File: config.mk
export PLATFORM = sky130hd
export DESIGN_NAME = asr_host_flat
export DESIGN_NICKNAME = d
export VERILOG_FILES = /design/src/common/asr_pkg.sv /design/src/common/asr_if.sv /design/src/hw/asr_host.sv /design/src/flat_wrapper.sv
export SDC_FILE = /design/constraint.sdc
export NUM_CORES = 1
export LEC_CHECK = 0
export ABC_CLOCK_PERIOD_IN_PS = 4100
export BUFFER_PORTS_ARGS = -buffer_cell sky130_fd_sc_hd__buf_2
export CORE_AREA = 4 4 98 137
export DETAILED_ROUTE_END_ITERATION = 8
export DIE_AREA = 0 0 102 141
export PLACE_DENSITY_LB_ADDON = 0.05
export REMOVE_ABC_BUFFERS = 1
export SYNTH_ARGS = -nofsm -noshare
export SYNTH_HDL_FRONTEND = slang
export SYNTH_SLANG_ARGS = --single-unit
File: constraint.sdc
create_clock -name clk -period 4.1 [get_ports clk]
set_clock_uncertainty 0.15 [all_clocks]
set_input_delay 0.615 -clock clk [delete_from_list [all_inputs] [get_ports clk]]
set_output_delay 0.615 -clock clk [all_outputs]
set_load 0.02 [all_outputs]
File: src/common/asr_pkg.sv
// Package of constants shared by the acceleration readout ends
package asr_pkg;
    localparam int          SAMPLE_W      = 14;
    localparam int          REG_W         = 8;
    localparam int          ADDR_W        = 8;
    localparam int          NUM_CH        = 3;
    localparam int          LOW_BITS      = 6;
    localparam int          LOW_DATA_POS  = 2;
    localparam int          JUNK_POS      = 1;
    localparam int          FRESH_POS     = 0;
    localparam logic [7:0]  X_LOW_OFFSET  = 8'h02;
    localparam logic [7:0]  X_HIGH_OFFSET = 8'h03;
    localparam logic [7:0]  Y_LOW_OFFSET  = 8'h04;
    localparam logic [7:0]  Y_HIGH_OFFSET = 8'h05;
    localparam logic [7:0]  Z_LOW_OFFSET  = 8'h06;
    localparam logic [7:0]  Z_HIGH_OFFSET = 8'h07;
    localparam logic [7:0]  REG_RESET     = 8'h00;
    localparam logic [13:0] SAMPLE_RESET  = 14'h0000;
    // Host-side software registers
    localparam logic [7:0]  H_CMD_OFFSET    = 8'h00;
    localparam logic [7:0]  H_STATUS_OFFSET = 8'h01;
    localparam logic [7:0]  H_X_OFFSET      = 8'h02;
    localparam logic [7:0]  H_Y_OFFSET      = 8'h03;
    localparam logic [7:0]  H_Z_OFFSET      = 8'h04;
    localparam logic [7:0]  H_IRQ_OFFSET    = 8'h05;
    localparam logic [7:0]  H_MASK_OFFSET   = 8'h06;
    localparam int          CMD_GO_POS      = 0;
    localparam int          CMD_BYPASS_POS  = 1;
    localparam int          STAT_BUSY_POS   = 0;
    localparam int          IRQ_DONE_POS    = 0;
    localparam int          IRQ_FRESH_POS   = 1;
    localparam logic [3:0]  BURST_LEN       = 4'h6;
endpackage

File: src/common/asr_if.sv
// Register port between the readout device and its host
`timescale 1ns/1ps
interface asr_if;
    logic       rd;
    logic [7:0] addr;
    logic [7:0] rdata;
    logic       bypass;
    modport dev  (input rd, input addr, input bypass, output rdata);
    modport host (output rd, output addr, output bypass, input rdata);
endinterface

File: src/hw/asr_host.sv
// Host end: burst reader of the three acceleration channels
`timescale 1ns/1ps
module asr_host (
    input  wire logic        clk,
    input  wire logic        nrst,
    input  wire logic        clk_en,
    asr_if.host              bus,
    input  wire logic [7:0]  sw_addr,
    input  wire logic [15:0] sw_wdata,
    input  wire logic        sw_wr,
    input  wire logic        sw_rd,
    output logic      [15:0] sw_rdata,
    output logic             irq
);
    typedef enum logic [1:0] {
        ASRH_IDLE = 2'b00,
        ASRH_READ = 2'b01,
        ASRH_LAST = 2'b10
    } asrh_state_t;

    ////////////////////////////////////////////////////////////////////////
    asrh_state_t state;
    logic [3:0]  idx;
    logic [3:0]  cap_idx;
    logic        cap_v;
    logic        bypass_q;
    logic [7:0]  lows [3];
    logic [13:0] samp [3];
    logic [2:0]  fresh_any;
    logic [1:0]  irq_st;
    logic [1:0]  irq_mask;
    logic [15:0] rdata_q;
    logic [15:0] next_rdata;

    wire go     = sw_wr && (sw_addr == asr_pkg::H_CMD_OFFSET) && sw_wdata[asr_pkg::CMD_GO_POS];
    wire start  = go && (state == ASRH_IDLE);
    wire done   = cap_v && (cap_idx == asr_pkg::BURST_LEN - 4'h1);
    wire irq_wr = sw_wr && (sw_addr == asr_pkg::H_IRQ_OFFSET);
    // Low byte fresh bit of each channel, seen at the low read
    wire fresh_ev = cap_v && !cap_idx[0] && bus.rdata[asr_pkg::FRESH_POS];

    // Burst from X low upward: each low read precedes its high read
    // Reads only after a software go, never while held in reset
    assign bus.rd     = (state == ASRH_READ);
    assign bus.addr   = asr_pkg::X_LOW_OFFSET + {4'h0, idx};
    assign bus.bypass = bypass_q;
    assign irq        = |(irq_st & irq_mask);
    assign sw_rdata   = rdata_q;

    always_ff @(posedge clk or negedge nrst) begin
        if (!nrst) begin
            state    <= ASRH_IDLE;
            idx      <= 4'h0;
            cap_v    <= 1'b0;
            cap_idx  <= 4'h0;
            bypass_q <= 1'b0;
        end else if (clk_en) begin
            cap_v   <= bus.rd;
            cap_idx <= idx;
            case (state)
                ASRH_IDLE: begin
                    if (start) begin
                        state    <= ASRH_READ;
                        idx      <= 4'h0;
                        bypass_q <= sw_wdata[asr_pkg::CMD_BYPASS_POS];
                    end
                end
                ASRH_READ: begin
                    if (idx == asr_pkg::BURST_LEN - 4'h1) begin
                        state <= ASRH_LAST;
                    end else begin
                        idx <= idx + 4'h1;
                    end
                end
                ASRH_LAST: state <= ASRH_IDLE;
                default:   state <= ASRH_IDLE;
            endcase
        end
    end

    genvar g;
    generate
        for (g = 0; g < 3; g++) begin : g_cap
            always_ff @(posedge clk or negedge nrst) begin
                if (!nrst) begin
                    lows[g]      <= 8'h00;
                    samp[g]      <= 14'h0000;
                    fresh_any[g] <= 1'b0;
                end else if (clk_en && cap_v && (cap_idx[3:1] == 3'(g))) begin
                    if (!cap_idx[0]) begin
                        lows[g]      <= bus.rdata;
                        fresh_any[g] <= bus.rdata[asr_pkg::FRESH_POS];
                    end else begin
                        // Bit 1 of the low byte is junk and dropped
                        samp[g] <= {bus.rdata, lows[g][7:2]};
                    end
                end
            end
        end
    endgenerate

    ////////////////////////////////////////////////////////////////////////
    always_ff @(posedge clk or negedge nrst) begin
        if (!nrst) begin
            irq_st   <= 2'h0;
            irq_mask <= 2'h0;
        end else if (clk_en) begin
            for (int b = 0; b < 2; b++) begin
                if ((b == asr_pkg::IRQ_DONE_POS && done) || (b == asr_pkg::IRQ_FRESH_POS && fresh_ev)) begin
                    irq_st[b] <= 1'b1;
                end else if (irq_wr && sw_wdata[b]) begin
                    irq_st[b] <= 1'b0;
                end
            end
            if (sw_wr && (sw_addr == asr_pkg::H_MASK_OFFSET)) begin
                irq_mask <= sw_wdata[1:0];
            end
        end
    end

    always_comb begin
        next_rdata = 16'h0000;
        case (sw_addr)
            asr_pkg::H_CMD_OFFSET:    next_rdata = {14'h0000, bypass_q, 1'b0};
            asr_pkg::H_STATUS_OFFSET: next_rdata = {12'h000, fresh_any, state != ASRH_IDLE};
            asr_pkg::H_X_OFFSET:      next_rdata = {{2{samp[0][13]}}, samp[0]};
            asr_pkg::H_Y_OFFSET:      next_rdata = {{2{samp[1][13]}}, samp[1]};
            asr_pkg::H_Z_OFFSET:      next_rdata = {{2{samp[2][13]}}, samp[2]};
            asr_pkg::H_IRQ_OFFSET:    next_rdata = {14'h0000, irq_st};
            asr_pkg::H_MASK_OFFSET:   next_rdata = {14'h0000, irq_mask};
            default:                  next_rdata = 16'h0000;
        endcase
    end

    always_ff @(posedge clk or negedge nrst) begin
        if (!nrst) begin
            rdata_q <= 16'h0000;
        end else if (clk_en && sw_rd) begin
            rdata_q <= next_rdata;
        end
    end
endmodule

File: src/flat_wrapper.sv
// flat-port wrapper written by rule: the top's interface ports become plain ports
module asr_host_flat 
  (clk, nrst, clk_en, sw_addr, sw_wdata, sw_wr, sw_rd, sw_rdata, irq, bus_rd, bus_addr, bus_bypass, bus_rdata);
  asr_if bus_i ();
  input  wire logic clk;
  input  wire logic nrst;
  input  wire logic clk_en;
  input  wire logic [7:0] sw_addr;
  input  wire logic [15:0] sw_wdata;
  input  wire logic sw_wr;
  input  wire logic sw_rd;
  output logic      [15:0] sw_rdata;
  output logic irq;
  output wire logic [$bits(bus_i.rd)-1:0] bus_rd;
  output wire logic [$bits(bus_i.addr)-1:0] bus_addr;
  output wire logic [$bits(bus_i.bypass)-1:0] bus_bypass;
  input wire logic [$bits(bus_i.rdata)-1:0] bus_rdata;
  assign bus_rd = bus_i.rd;
  assign bus_addr = bus_i.addr;
  assign bus_bypass = bus_i.bypass;
  assign bus_i.rdata = bus_rdata;
  asr_host u_core (.clk(clk), .nrst(nrst), .clk_en(clk_en), .bus(bus_i), .sw_addr(sw_addr), .sw_wdata(sw_wdata), .sw_wr(sw_wr), .sw_rd(sw_rd), .sw_rdata(sw_rdata), .irq(irq));
endmodule
==> run metrics, run 1 <==
gr usage total 15.3%; row cnt 48; Syn. warnings 0; status finished clean; Core Footprint 12300 µm²; Hold WS 0.339 ns; Critical R2R Capture u_core.lows[20]; initial antenna violation count 0; nets 406; VDD IR-drop max 0.170 mV; maximum clock rate 0.440 GHz; Final Cell Area 4830 µm²; Pins Over Slew Limit 0; leading area contributor after synthesis dfrtp_1; DR iter-0 viols 100; clock tree buffer depth 2; Slew @ Worst Pin 0.679 ns; worst r2r src u_core.cap_v; final total power 1.88 mW; synth top area cells dfrtp_1 (55%), mux2_2 (19%), mux2i_1 (3.1%), a22o_1 (2.7%), o2bb2ai_1 (1.7%); syn_area_per_cell 13.2 µm²; Post-Synthesis Cells 319; Die ar. 14400 µm²; vias in the first global route 2837; sequential share of the synthesized area 55.4%; Root Driver clkbuf_16; Tmin final 2.28 ns; DR pass1 iterations 4; hpwl dp 6840 µm; worst slack, placed 1.46 ns; Async SR Flop Fraction 100%; final worst setup slack 1.82 ns; FF+latch count, synth 93; RSZ-0062 raised after global routing false; Final Wtd Congestion 0.768; power density over cell area 389 nW/µm²; layout cells sized above 1 38.0%; min-delay src u_core.samp[5]; Worst Setup Start Kind input port; clock-pin slew on the worst setup and hold paths 0.06 ns; first-pass GRT wire length 16400 µm; routed wire length per instance 19.6 µm; Worst-Skew Late Latency 0.34 ns; hold depth 1; leak pwr 2.41 nW; CTS Buf Count 9; max incr delay on CP 0.55 ns; Yosys top cell area share 55.4%; Die Ht 141 µm; largest net degree at the start of global routing 43; EDFF count, synth 0; DP Cell Count 504; crit-path cells buf_2 -> nor4_1 -> nand2_1 -> a311oi_2 -> buf_4 -> a32o_1; die width 102 µm; Ant. Diodes 0; number of setup buffers added after CTS 0; Remaining Overflow, GRT 0; H-tree depth 3; Layout Cells excl Fill 521; critical path class input port to flop; Unique masters post-synth 43; num ports 64; Final Hold Viols 0; final setup TNS 0 ns; max_slew headroom 54.8%; via count 2698; Max Cap Violations 0; Via density 5.18; hold path endpoint u_core.samp[5]; Critical Path Fanout Max 10; Reg2Reg Setup Slack 2.13 ns; Worst EP arrival 2.40 ns; drt total wl 10200 µm; HP Class flop to flop; Tcrit/Tclk final 55.5%; CP endpoint kind flop; Area after DPL 4560 µm²; PortBufs 46; starting density of the core 34.3%; Req. time, crit path 4.23 ns; critical path's slowest cell nor4_1; final setup violation count 0; FF-to-FF path depth 4; ANT nets after route 0; CTS tree built; Synth Flop Type dfrtp_1; Area Overhead vs Synth 15.0%; # DRC 0; CTS sink cnt 93; post-synthesis cell area 4200 µm²; final core occ 39.4%
cell usage in the layout, fill, tap and decap left out, types with 4 or more instances in the layout:
cell type   n
clkbuf_16   9
mux2_2     70
a22o_1     13
inv_1       8
nand2_1    13
and3_1      4
dfrtp_1    93
o21ai_0     6
mux2i_1    13
buf_4       8
a21oi_1     4
nand3_1     6
o2bb2ai_1   8
buf_2      45
nor2_1     11
nand3b_1    4
registers in the layout, summed over array words and instances (netlist names):
register           cells
u_core.bus.bypass      1
u_core.cap_idx         4
u_core.cap_v           1
u_core.idx             4
u_core.irq_mask        2
u_core.irq_st          2
u_core.lows           21
u_core.samp           42
u_core.state           2
u_core.sw_rdata       14
cell usage after synthesis (5+ instances only):
library cell / number
inv_1: 8
nand2_1: 13
buf_4: 9
dfrtp_1: 93
nand3_1: 6
mux2_2: 70
buf_2: 5
a22o_1: 13
mux2i_1: 13
clkbuf_1: 5
o21ai_0: 6
nor2_1: 11
o2bb2ai_1: 8
cell type report:
cell class	instances	area, µm²
fillers	1228	7420
clock inverters	4	25.0
clock buffers	12	236
inverters	8	30.0
repair buffers	54	295
multi-input cells	200	1730
flip-flops and latches	93	2330
well taps	150	188
how the worst max path moves through the flow:
stage	from	end	slack [ns]
3_5_place_dp	sw_addr[7]	u_core.sw_rdata[0]	1.46
2_1_floorplan	clk_en	u_core.samp[10]	1.87
4_1_cts	sw_addr[7]	u_core.sw_rdata[0]	1.80
6_report	sw_addr[7]	u_core.sw_rdata[0]	1.82
3_3_place_gp	sw_addr[7]	u_core.sw_rdata[0]	1.45
5_1_grt	sw_addr[7]	u_core.sw_rdata[0]	1.71
power breakdown:
group          internal [mW]  leakage (nW)  total [mW]  switching, mW
combinational         0.0591          1.02       0.143         0.0837
sequential             0.956          1.27       0.982         0.0264
clock                  0.410         0.123       0.752          0.343
total                   1.42          2.41        1.88          0.453
cell families (layout without fill, tap and decap cells):
| logic type | Yosys count | after routing | share of synthesized area [%] |
|---|---|---|---|
| other | 1 | 3 | 0.0892 |
| AND/OR/NAND/NOR | 61 | 61 | 8.46 |
| AO/OA/AOI/OAI | 47 | 47 | 8.96 |
| flip-flops | 93 | 93 | 55.4 |
| adder cells (fa/ha/maj) | 3 | 3 | 0.893 |
| multiplexers | 85 | 85 | 22.4 |
| buffers and inverters | 28 | 78 | 3.63 |
| XOR/XNOR | 1 | 1 | 0.208 |
per-layer routing:
layer / vias to the layer above / global-route usage [%] / routed length [µm]
li1: 1255 / - / -
met1: 1388 / 19.6 / 4490
met2: 44 / 25.6 / 5220
met3: 11 / 3.56 / 386
met4: 0 / 4.15 / 139
met5: - / 0 / 0
repair_timing:
item,in CTS,in global routing
endpoints found under the hold margin,15,0
resized for setup,0,0
hold buffers,1,0
worst max-delay path, delay by kind of cell:
| kind | cells | cell delay, ns |
|---|---|---|
| AO/OA/AOI/OAI | 2 | 0.68 |
| AND/OR/NAND/NOR | 2 | 0.68 |
| buffers and inverters | 2 | 0.41 |
Power figures use the tool's default switching activity.
==> inputs of run 2 (changes only) <==
--- a/config.mk
+++ b/config.mk
@@ -5,7 +5,7 @@
 export SDC_FILE = /design/constraint.sdc
 export NUM_CORES = 1
 export LEC_CHECK = 0
-export ABC_CLOCK_PERIOD_IN_PS = 4100
+export ABC_CLOCK_PERIOD_IN_PS = 1950
 export BUFFER_PORTS_ARGS = -buffer_cell sky130_fd_sc_hd__buf_2
 export CORE_AREA = 4 4 98 137
 export DETAILED_ROUTE_END_ITERATION = 8
==> constraint.sdc (replaced) <==
create_clock -name clk -period 1.95 [get_ports clk]
set_clock_uncertainty 0.15 [all_clocks]
set_input_delay 0.2925 -clock clk [delete_from_list [all_inputs] [get_ports clk]]
set_output_delay 0.2925 -clock clk [all_outputs]
set_load 0.02 [all_outputs]
==> run 2 against run 1 <==
Effect of this change:
- die area is the same
- combinational power grew to 2.6 times the previous value
- clock-buffer cell count grew 1
- critical path depth shrank 2
- setup slack lost 1.7 ns
- via count grew 5.5%
- final cell count grew 6.0%
- critical path type is now flop to output pin
- largest cell class unchanged
- highest routed layer unchanged
==> run metrics, run 2 (same netlist as run 1, synthesis figures left out) <==
status finished clean; vias in the first global route 3017 (+6.3%); number of setup buffers added after CTS 0 (unchanged); clock-pin slew on the worst setup and hold paths 0.07 ns (about the same); Area Overhead vs Synth 23.5%; Via density 5.16 (-0.40%); first-pass GRT wire length 17400 µm (+6.2%); clock tree buffer depth 2 (unchanged); Critical R2R Capture u_core.samp[19]; critical path class flop to output pin; Biggest register u_core.samp; hold depth 2 (+1); Worst-Skew Late Latency 0.34 ns (about the same); Tcrit/Tclk final 95.9%; num ports 64 (unchanged); RSZ-0062 raised after global routing false; row cnt 48 (unchanged); Hold WS 0.0735 ns (-0.265 ns); DP Cell Count 535 (+6.2%); commonest non-fill, non-tap cell in the layout dfrtp_1; hold path endpoint u_core.irq_mask[1]; Reg2Reg Setup Slack 0.14 ns (-1.99 ns); leak pwr 2.62 nW (+8.5%); DR iter-0 viols 56 (-44%); Layout Cells excl Fill 552 (+6.0%); drt total wl 10900 µm (+6.3%); # DRC 0 (unchanged); Logic pwr share 8.7% (+1.1 points); FF-to-FF path depth 4 (unchanged); hpwl dp 7750 µm (+13%); min-delay src sw_wdata[1]; most frequent cells in the layout dfrtp_1 (93), mux2_2 (70), buf_2 (45); Switching Share 23.3% (-0.86 points); die width 102 µm (unchanged); P_sw 0.983 mW (+120%); largest net degree at the start of global routing 33 (-23%); CTS tree built; final core occ 42.4% (+2.9 points); Tmin final 1.87 ns; CTS Buf Count 9 (unchanged); layout cells sized above 1 43.3% (+5.3 points); via count 2847 (+5.5%); Clock power frac 42.6% (+2.5 points); H-tree depth 3 (unchanged); gr usage total 16.1% (+0.82 points); Req. time, crit path 1.51 ns (-2.72 ns); worst slack, placed -0.0672 ns (-1.52 ns); maximum clock rate 0.535 GHz; CP endpoint kind output pin; Core Footprint 12300 µm² (unchanged); Final Wtd Congestion 0.765 (-0.46%); nets 437 (+7.6%); Die Ht 141 µm (unchanged); Die ar. 14400 µm² (unchanged); PortBufs 46 (unchanged); Remaining Overflow, GRT 0 (unchanged); Pins Over Slew Limit 0 (unchanged); Reg power frac 48.6% (-3.7 points); final worst setup slack 0.0802 ns (-1.74 ns); Worst EP arrival 1.43 ns (-0.97 ns); Largest register FFs 42 (unchanged); CTS sink cnt 93 (unchanged); final total power 4.22 mW (+130%); final setup violation count 0 (unchanged); Final Hold Viols 0 (unchanged); DR pass1 iterations 4 (unchanged); VDD IR-drop max 0.505 mV (+200%); routed wire length per instance 19.7 µm (+0.35%); Critical Path Fanout Max 5 (-5); ANT nets after route 0 (unchanged); Root Driver clkbuf_16; worst r2r src u_core.cap_idx[3]; P_int 3.24 mW (+130%); Ant. Diodes 0 (unchanged); initial antenna violation count 0 (unchanged); power density over cell area 814 nW/µm² (+110%); Max Cap Violations 0 (unchanged); Worst Setup Start Kind flop; starting density of the core 34.3% (unchanged); HP Class input port to flop
-- run 2: cell types whose count changed in the layout (fill, tap and decap cells not counted), sizes merged --
cell,delta
buf,+31
bufinv,+1
clkinvlp,-2
clkbuf,+1
-- run 2: layout make-up --
type	count	area (µm²)
well taps	150	188
multi-input cells	200	1740
clock buffers	13	260
clock inverters	3	43.8
inverters	8	30.0
flip-flops and latches	93	2330
repair buffers	85	603
fillers	1198	7060
-- run 2: power groups by stage --
stage | clock (mW) | combinational (mW) | sequential (mW)
finish | 1.80 | 0.369 | 2.05
global route | 1.93 | 0.410 | 2.06
CTS | 1.85 | 0.378 | 2.05
detailed placement | 0 | 0.376 | 2.09
global placement | 0 | 0.369 | 2.09
floorplan | 0 | 0.150 | 2.09
-- run 2: routing by layer --
metal / track usage (%) / wire length [µm]
met1: 21.4 / 4920
met2: 26.5 / 5470
met3: 2.48 / 325
met4: 5.53 / 163
met5: 0 / 0
-- run 2: critical path, cell delays in order, from the launching register on --
cell     delay (ns)
dfrtp_1        0.37
buf_4          0.15
ha_1           0.20
xor2_1         0.18
buf_2          0.19
-- run 2: worst max-delay path by stage --
stage                     slack (ns)                 end               from
final                           0.08         bus_addr[3]      u_core.idx[1]
after global routing            0.04         bus_addr[3]      u_core.idx[1]
after CTS                       0.05     u_core.samp[19]  u_core.cap_idx[3]
after detailed placement       -0.07  u_core.irq_mask[1]         sw_addr[7]
after global placement         -0.06  u_core.sw_rdata[8]         sw_addr[7]
after floorplan                -0.07     u_core.samp[10]  u_core.cap_idx[1]
-- run 2: repair_timing --
action                                 in CTS  in global routing
resized for setup                           0                  1
endpoints found under the hold margin      28                  0
setup endpoints to repair                   0                 14
hold buffers                                1                  0
-- run 2: stage by stage --
step	area, µm²	TNS [ns]
global route	5190	0
floorplan	4090	-0.991
detailed placement	4870	-0.375
global placement	4870	-0.423
finish	5190	0
CTS	5180	0
==> inputs of run 3 (changes only) <==
--- a/config.mk
+++ b/config.mk
@@ -5,11 +5,12 @@
 export SDC_FILE = /design/constraint.sdc
 export NUM_CORES = 1
 export LEC_CHECK = 0
+export ABC_AREA = 1
 export ABC_CLOCK_PERIOD_IN_PS = 1950
 export BUFFER_PORTS_ARGS = -buffer_cell sky130_fd_sc_hd__buf_2
-export CORE_AREA = 4 4 98 137
+export CORE_AREA = 4 4 99 139
 export DETAILED_ROUTE_END_ITERATION = 8
-export DIE_AREA = 0 0 102 141
+export DIE_AREA = 0 0 103 143
 export PLACE_DENSITY_LB_ADDON = 0.05
 export REMOVE_ABC_BUFFERS = 1
 export SYNTH_ARGS = -nofsm -noshare
==> run 3 against run 2 <==
Effect of this change:
- combinational power rose by 1%
- area after synthesis rose by 2.4%
- largest power group unchanged
- clock-buffer cell count fell by 2
==> run metrics, run 3 <==
Tmin final 1.87 ns (-0.00435 ns); row cnt 49 (+2.1%); Root Driver clkbuf_16; HP Class input port to flop; # DRC 0 (unchanged); Die ar. 14700 µm² (+2.4%); Biggest register u_core.samp; Ant. Diodes 0 (unchanged); drt total wl 10800 µm (-0.74%); critical path class flop to output pin; cts repair resizes 0 (unchanged); CP endpoint kind output pin; CTS sink cnt 93 (unchanged); leak pwr 2.60 nW (-0.53%); layout cells sized above 1 18.4% (-25 points); DR pass1 iterations 4 (unchanged); Remaining Overflow, GRT 0 (unchanged); gr usage total 16.0% (-0.12 points); status finished clean; Max Cap Violations 0 (unchanged); most frequent cells in the layout nand2_1 (146), dfrtp_1 (93), nand3_1 (70); die width 103 µm (+0.98%); nets 596 (+36%); DR iter-0 viols 124 (+120%); sequential share of the synthesized area 54.1% (-1.3 points); Pins Over Slew Limit 0 (unchanged); initial antenna violation count 0 (unchanged); final total power 4.36 mW (+3.1%); most common cell in the netlist nand2_1; Via density 4.82 (-6.5%); Worst Setup Start Kind flop; Area Overhead vs Synth 17.9%; EDFF count, synth 0 (unchanged); Unique masters post-synth 31 (-28%); routed wire length per instance 15.1 µm (-23%); commonest non-fill, non-tap cell in the layout nand2_1; Syn. warnings 0 (unchanged); CTS Buf Count 9 (unchanged); synth top area cells dfrtp_1 (54%), nand2_1 (13%), nand3_1 (8.1%), o21ai_0 (4.7%), inv_1 (3.5%); Largest register FFs 42 (unchanged); PortBufs 46 (unchanged); clock tree buffer depth 2 (unchanged); number of setup buffers added after CTS 0 (unchanged); first-pass GRT wire length 17900 µm (+2.9%); num ports 64 (unchanged); Req. time, crit path 1.51 ns (about the same); hpwl dp 7340 µm (-5.4%); largest net degree at the start of global routing 50 (+52%); leading area contributor after synthesis dfrtp_1; CTS tree built; Synth Flop Type dfrtp_1; vias in the first global route 3470 (+15%); via count 3444 (+21%); post-synthesis cell area 4300 µm² (+2.4%); ANT nets after route 0 (unchanged); maximum clock rate 0.536 GHz (+0.23%); max incr delay on CP 0.46 ns (+0.09 ns); Die Ht 143 µm (+1.4%); Tcrit/Tclk final 95.7% (-0.22 points); FF+latch count, synth 93 (unchanged); starting density of the core 34.1% (-0.23 points); Yosys top cell area share 54.1% (-1.3 points); Post-synth top cells nand2_1 (146), dfrtp_1 (93), nand3_1 (70), inv_1 (40), o21ai_0 (40); clock-pin slew on the worst setup and hold paths 0.07 ns (about the same); Worst-Skew Late Latency 0.34 ns (about the same); Final Hold Viols 0 (unchanged); Critical Path Fanout Max 8 (+3); H-tree depth 3 (unchanged); Final Wtd Congestion 0.756 (-1.1%); Worst EP arrival 1.42 ns (about the same); syn_area_per_cell 8.54 µm² (-35%); final setup violation count 0 (unchanged); RSZ-0062 raised after global routing false; Async SR Flop Fraction 100% (unchanged); crit-path cells ha_1 -> xor2_1 -> buf_2; power density over cell area 859 nW/µm² (+5.5%); VDD IR-drop max 0.454 mV (-10%); Post-Synthesis Cells 504 (+58%); Core Footprint 12600 µm² (+3.1%); critical path's slowest cell dfrtp_1; final setup TNS 0 ns (unchanged)
==> run 3: power by group <==
part / leakage, nW / internal (mW) / switching [mW]
Clock: 0.142 / 1.03 / 0.771
Sequential: 1.25 / 2.09 / 0.0894
Combinational: 1.21 / 0.140 / 0.234
==> run 3: cell families after synthesis <==
kind of cell / share of synthesized area, %
buf+inv: 8.14
fa+ha+maj: 0.872
mux: 1.05
other cells: 0.0872
compound gates: 9.63
xor+xnor: 0.204
simple gates: 25.9
flops: 54.1
==> run 3: layout make-up <==
type                    instances  area, µm²
fillers                      1322       7560
flip-flops and latches         93       2330
multi-input cells             343       1630
repair buffers                 68        463
clock buffers                  11        243
well taps                     153        191
inverters                      41        155
clock inverters                 5       58.8
==> run 3: timing repair <==
action / CTS / global route
hold buffers: 1 / 0
endpoints found under the hold margin: 29 / 0
endpoints found under the setup margin: 0 / 0
==> run 3: through the flow <==
step	utilization, %	hold WS [ns]	setup slack [ns]	cell area, µm²	cells
after CTS	40.2	0.0523	0.0645	5070	714
after global placement	37.7	0.130	0.255	4760	697
final	40.2	0.0657	0.0845	5070	714
after detailed placement	37.7	0.124	0.250	4760	697
after floorplan	-	-0.153	0.0160	4120	477
after global routing	40.2	0.0815	0.0413	5070	714
==> run 3: final timing paths <==
check / startpoint / to / slack [ns] / depth (start not counted)
max in group asynchronous: nrst / u_core.idx[2] / 0.81 / 3
min reg2reg: u_core.sw_rdata[3] / u_core.sw_rdata[3] / 0.32 / 2
max: u_core.idx[2] / bus_addr[3] / 0.08 / 3
min: sw_wdata[0] / u_core.irq_mask[0] / 0.07 / 3
max reg2reg: u_core.idx[1] / u_core.idx[3] / 0.33 / 8
min in group asynchronous: nrst / u_core.sw_rdata[7] / 0.29 / 2
==> run 3: worst max-delay path: cells and delay by family (launching register included) <==
kind       cells  cell delay [ns]
xor+xnor       1             0.19
fa+ha+maj      1             0.23
buf+inv        1             0.20
flops          1             0.46
==> run 3: layer usage <==
layer,track usage [%],vias up,routed length [µm]
met5,0,-,0
met4,5.93,0,191
met3,1.71,11,273
met2,27.8,53,5620
met1,20.2,1657,4710
li1,-,1723,-
